<file path="src/ccf_cfg.svh">
`ifndef CCF_CFG_SVH
`define CCF_CFG_SVH
// ------------------------------------------------------------
// timing
// ------------------------------------------------------------
`define CCF_HCLK_HZ 40000000
`define CCF_FIXED_HZ 8000000
`define CCF_FIXED_DIV (`CCF_HCLK_HZ / `CCF_FIXED_HZ)
`define CCF_DB_SAMPLES 4
// ------------------------------------------------------------
// register byte offsets
// ------------------------------------------------------------
`define CCF_OFS_RELOAD 8'h00
`define CCF_OFS_CLKSEL 8'h30
`define CCF_OFS_MODE 8'h34
`define CCF_OFS_DEBOUNCE 8'h38
`define CCF_OFS_IRQ 8'h3C
`define CCF_OFS_STATUS 8'h40
// ------------------------------------------------------------
// field positions
// ------------------------------------------------------------
`define CCF_CK1_SEL_BIT 20
`define CCF_IRQ_EN_LSB 0
`define CCF_IRQ_PEND_LSB 8
`define CCF_STAT_GATE_LSB 16
// ------------------------------------------------------------
// reset values
// ------------------------------------------------------------
`define CCF_RST_RELOAD 16'h0000
`define CCF_RST_CLKSEL 21'h00_0000
`define CCF_RST_MODE 12'h000
`define CCF_RST_DEBOUNCE 11'h000
`define CCF_RST_IRQ_EN 2'h0
`define CCF_RST_PINS 22'h00_FFC00
`endif

</file>
<file path="src/ccf_pkg.sv">
package ccf_pkg;
    // clock source of one of counters 1 to 10
    typedef enum logic [1:0] {
        CCF_SRC_EXT = 2'h0,
        CCF_SRC_PREV = 2'h1,
        CCF_SRC_SHARED = 2'h2,
        CCF_SRC_C10 = 2'h3
    } ccf_src_t;

    // output style of one counter
    typedef enum logic {
        CCF_MODE_SQUARE = 1'h0,
        CCF_MODE_RATE = 1'h1
    } ccf_mode_t;

    // live state of one 16-bit down counter
    typedef struct packed {
        logic out;
        logic [15:0] count;
        logic [15:0] reload;
    } ccf_ctr_t;
endpackage

</file>
<file path="src/ccf_fabric.sv">
`timescale 1ns/1ps
`include "ccf_cfg.svh"

// What this block does
// - twelve counters, three per group; 11 and 12 always chained, others free.
// - each counter has one clock, one gate, one output set by programming.
// - counter 11 runs off fixed 8 MHz; its output clocks counter 12.
// - gates of counters 11 and 12 are held permanently high.
// - counters 11 and 12 form a two-stage divider, square-wave unless their mode bits select rate.
// - counters 1 to 10 pick external, previous, shared or counter 10 clock.
// - shared internal clock is fixed 8 MHz or counter 11 output.
// - counter 1 set to previous counter gets a grounded clock.
// - gates of counters 1 to 10 idle high unless driven low.
// - all twelve counter outputs go straight to pins.
// - counter 12 output is the internal interrupt source.
// - each external clock and interrupt input may bypass or use debounce.
// - debounce output follows input only after four stable samples.
// - two independent pending interrupts, external and counter 12.
// - both pending interrupts merge onto one active-low interrupt line.
// - software reads pending status and clears it before next request.
// - each interrupt source has an enable; disabled ones never raise the line.
// - every counter is a 16-bit down counter.
module ccf_fabric
    import ccf_pkg::*;
(
    input wire logic hclk,
    input wire logic hresetn,
    input wire logic hsel,
    input wire logic [31:0] haddr,
    input wire logic [1:0] htrans,
    input wire logic hwrite,
    input wire logic [2:0] hsize,
    input wire logic [31:0] hwdata,
    input wire logic hready,
    output logic [31:0] hrdata,
    output logic hreadyout,
    output logic hresp,
    input wire logic [9:0] external_counter_clock,
    input wire logic [9:0] gate_in,
    input wire logic external_interrupt_input,
    input wire logic debounce_sample_clock,
    output logic [11:0] counter_output,
    output logic inta_n
);
    // ------------------------------------------------------------
    // declarations
    // ------------------------------------------------------------
    ccf_ctr_t ctr [12];
    logic [21:0] pin_s1;
    logic [21:0] pin_s2;
    logic debounce_sample_clock_prev;
    logic db_strobe;
    logic [10:0] db_raw;
    logic [10:0] db_out;
    logic [1:0] db_cnt [11];
    logic [10:0] db_en;
    logic [10:0] filt;
    logic [2:0] fixed_div;
    logic fixed_lvl;
    logic shared_clk;
    logic [20:0] clk_sel;
    logic [11:0] mode;
    logic [11:0] clk_lvl;
    logic [11:0] clk_prev;
    logic [11:0] clk_edge;
    logic [11:0] gate;
    logic [1:0] irq_en;
    logic [1:0] irq_pend;
    logic ext_int_prev;
    logic c12_prev;
    logic [1:0] irq_event;
    logic [7:0] dp_addr;
    logic dp_write;
    logic [31:0] next_rdata;
    logic ap_take;

    // one tick of a counter; a reload of zero counts 65536 by wrap
    function automatic ccf_ctr_t ctr_step(ccf_ctr_t c, logic rate);
        ccf_ctr_t n;
        n = c;
        if (c.count == 16'h0001) begin
            n.count = c.reload;
            n.out = rate ? 1'b1 : ~c.out;
        end else begin
            n.count = c.count - 16'h0001;
            if (rate && c.count == 16'h0002) begin
                n.out = 1'b0;
            end
        end
        return n;
    endfunction

    // ------------------------------------------------------------
    // pin synchronisers
    // ------------------------------------------------------------
    // gates reset high, as though the pull-ups hold them
    always_ff @(posedge hclk or negedge hresetn) begin
        if (!hresetn) begin
            pin_s1 <= `CCF_RST_PINS;
            pin_s2 <= `CCF_RST_PINS;
        end else begin
            pin_s1 <= {debounce_sample_clock, external_interrupt_input, gate_in,
                       external_counter_clock};
            pin_s2 <= pin_s1;
        end
    end

    assign db_raw = pin_s2[20] ? {1'b1, pin_s2[9:0]} : {1'b0, pin_s2[9:0]};
    assign db_strobe = pin_s2[21] & ~debounce_sample_clock_prev;

    // ------------------------------------------------------------
    // debounce filters
    // ------------------------------------------------------------
    // a sample that agrees with the output restarts the run
    always_ff @(posedge hclk or negedge hresetn) begin
        if (!hresetn) begin
            debounce_sample_clock_prev <= 1'b0;
            db_out <= 11'h000;
            for (int i = 0; i < 11; i++) begin
                db_cnt[i] <= 2'h0;
            end
        end else begin
            debounce_sample_clock_prev <= pin_s2[21];
            for (int i = 0; i < 11; i++) begin
                if (db_strobe) begin
                    if (db_raw[i] == db_out[i]) begin
                        db_cnt[i] <= 2'h0;
                    end else if (db_cnt[i] == 2'(`CCF_DB_SAMPLES - 1)) begin
                        db_out[i] <= db_raw[i];
                        db_cnt[i] <= 2'h0;
                    end else begin
                        db_cnt[i] <= db_cnt[i] + 2'h1;
                    end
                end
            end
        end
    end

    // static per-input bypass or filter
    assign filt = (db_en & db_out) | (~db_en & db_raw);

    // ------------------------------------------------------------
    // clock routing
    // ------------------------------------------------------------
    // fixed 8 MHz clock made from hclk; high for the first two of every five cycles
    always_ff @(posedge hclk or negedge hresetn) begin
        if (!hresetn) begin
            fixed_div <= 3'h0;
            fixed_lvl <= 1'b0;
        end else begin
            if (fixed_div == 3'(`CCF_FIXED_DIV - 1)) begin
                fixed_div <= 3'h0;
            end else begin
                fixed_div <= fixed_div + 3'h1;
            end
            fixed_lvl <= (fixed_div < 3'(`CCF_FIXED_DIV / 2));
        end
    end

    // shared internal clock choice
    assign shared_clk = clk_sel[`CCF_CK1_SEL_BIT] ? counter_output[10] : fixed_lvl;

    // per-counter source mux; counter 1 has no predecessor
    always_comb begin
        for (int n = 0; n < 10; n++) begin
            case (ccf_src_t'(clk_sel[2*n +: 2]))
                CCF_SRC_EXT: clk_lvl[n] = filt[n];
                CCF_SRC_PREV: clk_lvl[n] = (n == 0) ? 1'b0 : counter_output[(n + 11) % 12];
                CCF_SRC_SHARED: clk_lvl[n] = shared_clk;
                CCF_SRC_C10: clk_lvl[n] = counter_output[9];
                default: clk_lvl[n] = 1'b0;
            endcase
        end
        clk_lvl[10] = fixed_lvl;
        clk_lvl[11] = counter_output[10];
    end

    // counters 11 and 12 always enabled
    assign gate = {2'b11, pin_s2[19:10]};
    assign clk_edge = clk_lvl & ~clk_prev;

    // ------------------------------------------------------------
    // counters
    // ------------------------------------------------------------
    // twelve 16-bit down counters, counting on rising clock edges
    always_ff @(posedge hclk or negedge hresetn) begin
        if (!hresetn) begin
            // counter 12 clock is counter 11 output, high in reset: no false edge
            clk_prev <= 12'h800;
            for (int i = 0; i < 12; i++) begin
                ctr[i] <= '{out: 1'b1, count: `CCF_RST_RELOAD, reload: `CCF_RST_RELOAD};
            end
        end else begin
            clk_prev <= clk_lvl;
            for (int i = 0; i < 12; i++) begin
                if (dp_write && dp_addr == 8'(`CCF_OFS_RELOAD + 4 * i)) begin
                    // a new reload restarts the count with output high
                    ctr[i] <= '{out: 1'b1, count: hwdata[15:0], reload: hwdata[15:0]};
                end else if (clk_edge[i] && gate[i]) begin
                    ctr[i] <= ctr_step(ctr[i], mode[i]);
                end
            end
        end
    end

    // outputs straight to pins and onward into the routing
    always_comb begin
        for (int i = 0; i < 12; i++) begin
            counter_output[i] = ctr[i].out;
        end
    end

    // ------------------------------------------------------------
    // interrupts
    // ------------------------------------------------------------
    assign irq_event[0] = counter_output[11] & ~c12_prev;
    assign irq_event[1] = filt[10] & ~ext_int_prev;

    // sticky pending; set beats a same-cycle clear
    always_ff @(posedge hclk or negedge hresetn) begin
        if (!hresetn) begin
            c12_prev <= 1'b1; // output idles high, so no false event
            ext_int_prev <= 1'b0;
            irq_pend <= 2'h0;
            inta_n <= 1'b1;
        end else begin
            c12_prev <= counter_output[11];
            ext_int_prev <= filt[10];
            for (int k = 0; k < 2; k++) begin
                if (irq_en[k] && irq_event[k]) begin
                    irq_pend[k] <= 1'b1;
                end else if (dp_write && dp_addr == `CCF_OFS_IRQ
                             && hwdata[`CCF_IRQ_PEND_LSB + k]) begin
                    irq_pend[k] <= 1'b0;
                end
            end
            inta_n <= ~|(irq_pend & irq_en);
        end
    end

    // ------------------------------------------------------------
    // bus slave
    // ------------------------------------------------------------
    assign ap_take = hsel && htrans[1] && hready;

    // read word picked in the address phase so hrdata leaves a flop
    always_comb begin
        next_rdata = 32'h0000_0000;
        if (haddr[7:0] < 8'(`CCF_OFS_RELOAD + 48) && haddr[31:8] == 24'h00_0000) begin
            next_rdata = {16'h0000, ctr[haddr[5:2]].count};
        end else if (haddr[31:8] == 24'h00_0000) begin
            case (haddr[7:0])
                `CCF_OFS_CLKSEL: next_rdata = {11'h000, clk_sel};
                `CCF_OFS_MODE: next_rdata = {20'h0_0000, mode};
                `CCF_OFS_DEBOUNCE: next_rdata = {21'h00_0000, db_en};
                `CCF_OFS_IRQ: next_rdata = {22'h00_0000, irq_pend, 6'h00, irq_en};
                `CCF_OFS_STATUS: next_rdata = {4'h0, gate, 4'h0, counter_output};
                default: next_rdata = 32'h0000_0000;
            endcase
        end
    end

    // zero-wait slave, always OKAY; unmapped reads give zero
    always_ff @(posedge hclk or negedge hresetn) begin
        if (!hresetn) begin
            dp_addr <= 8'h00;
            dp_write <= 1'b0;
            hrdata <= 32'h0000_0000;
            hreadyout <= 1'b1;
            hresp <= 1'b0;
        end else begin
            hreadyout <= 1'b1;
            hresp <= 1'b0;
            dp_write <= ap_take && hwrite && haddr[31:8] == 24'h00_0000;
            dp_addr <= haddr[7:0];
            if (ap_take && !hwrite) begin
                hrdata <= next_rdata;
            end
        end
    end

    // control registers written in the data phase
    always_ff @(posedge hclk or negedge hresetn) begin
        if (!hresetn) begin
            clk_sel <= `CCF_RST_CLKSEL;
            mode <= `CCF_RST_MODE;
            db_en <= `CCF_RST_DEBOUNCE;
            irq_en <= `CCF_RST_IRQ_EN;
        end else if (dp_write) begin
            case (dp_addr)
                `CCF_OFS_CLKSEL: clk_sel <= hwdata[20:0];
                `CCF_OFS_MODE: mode <= hwdata[11:0];
                `CCF_OFS_DEBOUNCE: db_en <= hwdata[10:0];
                `CCF_OFS_IRQ: irq_en <= hwdata[`CCF_IRQ_EN_LSB +: 2];
                default: ;
            endcase
        end
    end
endmodule

</file>
<file path="config.mk">
export PLATFORM = sky130hd
export DESIGN_NAME = ccf_fabric
export DESIGN_NICKNAME = d
export VERILOG_FILES = /design/src/ccf_pkg.sv /design/src/ccf_fabric.sv
export VERILOG_INCLUDE_DIRS = /design/src
export SDC_FILE = /design/constraint.sdc
export NUM_CORES = 1
export LEC_CHECK = 0
export BUFFER_PORTS_ARGS = -buffer_cell sky130_fd_sc_hd__clkbuf_2
export CAP_MARGIN = 30
export CELL_PAD_IN_SITES_DETAIL_PLACEMENT = 0
export CELL_PAD_IN_SITES_GLOBAL_PLACEMENT = 1
export CORE_MARGIN = 3
export CORE_UTILIZATION = 49
export DETAILED_ROUTE_END_ITERATION = 6
export GPL_ROUTABILITY_DRIVEN = 0
export PLACE_DENSITY_LB_ADDON = 0.1
export SLEW_MARGIN = 20
export SYNTH_ARGS = -nofsm -noshare
export SYNTH_HDL_FRONTEND = slang
export SYNTH_SLANG_ARGS = --single-unit
</file>
<file path="constraint.sdc">
create_clock -name hclk -period 2.6 [get_ports hclk]
set_input_delay 0.39 -clock hclk [delete_from_list [all_inputs] [get_ports hclk]]
set_output_delay 0.39 -clock hclk [all_outputs]
set_load 0.05 [all_outputs]
</file>
==> summary.md <==
| Metric | Value |
|---|---|
| Sink Count | 577 |
| P_int | 18.0 mW |
| Setup_tns | 0 ns |
| # fillers | 5464 |
| Setup Viol. Count Final | 0 |
| Final non-filler cell area | 35900 um^2 |
| Clk buf depth | 3 |
| Syn_area_per_cell | 9.27 um^2 |
| Synth Register Bits | 577 |
| Startpoint types | flop |
| Cts bufs inserted | 68 |
| PwrDens | 720 nW/um^2 |
| HPWL Detailed | 75300 um |
| Slowest stage cell, crit path | mux4_2 |
| GRT Util Overall | 32.4% |
| Synth area leader | dfrtp_1 |
| WP data required | 3.14 ns |
| Die area | 66000 um^2 |
| Initial DRC count | 2718 |
| Final hold vios | 0 |
| Fmax | 407 MHz |
| P&R area growth vs syn | 16.2% |
| LEAKAGE | 15.1 nW |
| Placed Area | 33200 um^2 |
| ANT nets after route | 0 |
| Ports | 143 |
| CORE AREA | 62100 um^2 |
| Power share of the clock group | 39.2% |
| Max-slew violation count | 0 |
| Vias in the first global route | 26400 |
| Peak supply drop | 597 uV |
| Dpl cells | 4260 |
| Asr flop ratio synth | 100% |
| Clock-pin slew on the worst setup and hold paths | 0.06 ns |
| Synth Cell Area | 30900 um^2 |
| Via-to-Cell Ratio | 6.18 |
| Die width | 257 um |
| Switching Power | 7.84 mW |
| Hold_ws | 0.0561 ns |
| Max cap viols | 0 |
| CP cell instances | mux2_2, mux4_2, and3b_1, buf_12, a31oi_1, o221ai_1, nand2_1 |
| Most used flip-flop cell after synthesis | dfrtp_1 |
| Final #Nets | 3665 |
| CTS tree | built |
| Seq/Total Area, Yosys | 46.9% |
| Synth Warn # | 0 |
| Worst Tran Pin Value | 1.09 ns |
| Die H | 257 um |
| Top cells by area, synth | dfrtp_1 44%, nand2_1 9.6%, mux4_2 3.8% |
| Final wirelength | 108000 um |
| Kind of critical path | flop to flop |
| DRT Pass-1 Iters | 5 |
| FF/Latch Area | 14500 um^2 |
| Wire per inst | 24.4 um |
| Commonest non-fill, non-tap cell in the layout | nand2_1 |
| Vias after detailed routing | 27300 |
| Total gr overflow | 0 |
| H-Tree Level Count | 3 |
| Root Driver | clkbuf_16 |
| Period utilisation layout | 94.5% |
| DR DRC count | 0 |
| Area of the multi-input gates | 15200 um^2 |
| Initial antenna violation count | 5 |
| Post-synth EDFFs | 0 |
| Crit. End Element | flop |
| Non-Filler Instances | 4411 |
| Switch share | 30.4% |
| Initial Util | 49.7% |
| Gate Count Post-Synth | 3331 |
| Clock latency at the later pin of the worst-skew pair | 0.61 ns |
| Largest net degree at the start of global routing | 78 |
| Critical path arrival | 3.00 ns |
| Commonest cells after routing, fill and taps aside | 787 x nand2_1, 542 x dfrtp_1, 227 x nor2_1 |
| Unrepaired setup endpoints after global routing | no |
| Post-route minimum period | 2.46 ns |
| Rel. slew slack | 27.5% |
| CP Max Fanout | 9 |
| Clk_skew | 0.0125 ns |
| First-pass GRT wire length | 164000 um |
| Gate power share | 17.3% |
| Synth unique cells | 89 |
| Fraction of layout cells with a size suffix above 1 | 17.9% |
| Status | complete, no violations |
| Slowest cell delay on critical path | 0.57 ns |
| Hold Crit Class | primary input to flop |
| Std cell rows | 91 |
| Port buffer count | 121 |
| Synth top area share | 43.9% |
| Register share of total power | 43.6% |
==> layer usage <==
metal	share of wire, %	global-route usage, %	vias up
met5	0.025	0	-
met4	4.9	14.3	4
met3	8.2	6.26	260
met2	45	50.2	1231
met1	42	44.4	13500
li1	-	-	12300
==> power by group through the flow <==
stage	sequential [mW]	combinational (mW)	clock, mW
floorplan	10.9	2.78	0
global placement	11.3	4.22	0
detailed placement	11.3	4.36	0
CTS	11.2	4.41	10.3
global route	11.3	4.89	10.6
finish	11.3	4.46	10.1
==> flip-flops by register name, summed over array words and instances (netlist names), 2 cells and up <==
register,count
db_out,11
clk_prev,12
ctr,384
db_cnt,22
fixed_div,3
irq_en,2
clk_sel,21
db_en,11
pin_s1,22
hrdata,27
irq_pend,2
mode,12
dp_addr,8
pin_s2,22
counter_output,12
==> critical path, delay by kind of cell (launching register included) <==
kind / cells / cell delay (ns)
buffers and inverters: 1 / 0.20
multiplexers: 2 / 0.99
flip-flops: 1 / 0.41
AND/OR/NAND/NOR: 2 / 0.44
AO/OA/AOI/OAI: 2 / 0.34
==> synthesized netlist by cell type (24+ instances only) <==
master	number
a211oi_1	26
a21oi_1	124
a221oi_1	30
a22o_1	35
a22oi_1	28
a2bb2oi_1	30
and3_1	25
buf_2	37
clkbuf_1	151
dfrtp_1	542
dfstp_2	35
ha_1	49
inv_1	54
mux2_2	86
mux4_2	52
nand2_1	787
nand3_1	96
nor2_1	231
nor2b_1	42
nor3_1	91
nor4_1	35
o211ai_1	37
o21a_1	28
o21ai_0	200
o221ai_1	24
or3_1	26
xor2_1	39
==> layout make-up <==
| type | instances | area share, % |
|---|---|---|
| multi-input cells | 2483 | 42.4 |
| flip-flops and latches | 577 | 40.4 |
| repair buffers | 336 | 7.18 |
| clock buffers | 98 | 5.63 |
| well taps | 837 | 2.92 |
| clock inverters | 25 | 0.935 |
| inverters | 54 | 0.565 |
| diodes | 1 | 0.00697 |
==> path summary, 6_finish.rpt <==
path	slack (ns)	startpoint	to	cells after the start
setup / recovery	0.14	clk_sel[20]	ctr[282]	7
hold / removal	0.06	haddr[6]	dp_addr[6]	1
setup reg to reg	0.14	clk_sel[20]	ctr[282]	7
hold reg to reg	0.35	pin_s1[8]	pin_s2[8]	0
max in group asynchronous	1.41	hresetn	ctr[317]	4
min in group asynchronous	0.31	hresetn	pin_s2[9]	2
==> cells by family (layout without fill, tap and decap cells) <==
| group | count (synthesis) | in the layout | share of synthesized area [%] |
|---|---|---|---|
| AO/OA/AOI/OAI | 725 | 725 | 15.7 |
| XOR/XNOR | 56 | 56 | 1.59 |
| adder cells (fa/ha/maj) | 49 | 49 | 1.99 |
| buffers and inverters | 275 | 513 | 3.92 |
| flip-flops | 577 | 577 | 46.9 |
| multiplexers | 157 | 157 | 7.60 |
| other | 2 | 7 | 0.0243 |
| AND/OR/NAND/NOR | 1490 | 1490 | 22.2 |
==> stage by stage <==
| stage | worst slack [ns] | util [%] | power, mW |
|---|---|---|---|
| final | 0.142 | 57.8 | 25.8 |
| after global routing | 0.0118 | 57.8 | 26.9 |
| after CTS | 0.112 | 57.7 | 25.9 |
| after detailed placement | 0.150 | 53.5 | 15.7 |
| after global placement | 0.210 | 53.5 | 15.5 |
| after floorplan | 0.371 | - | 13.7 |
==> repair_timing <==
| item | 4_1_cts | 5_1_grt |
|---|---|---|
| endpoints found under the setup margin | 0 | 7 |
| setup buffers | 0 | 0 |
| hold endpoints to repair | 60 | 0 |
| gates resized for setup | 0 | 4 |
| hold buffers | 25 | 0 |
Power figures use the tool's default switching activity.
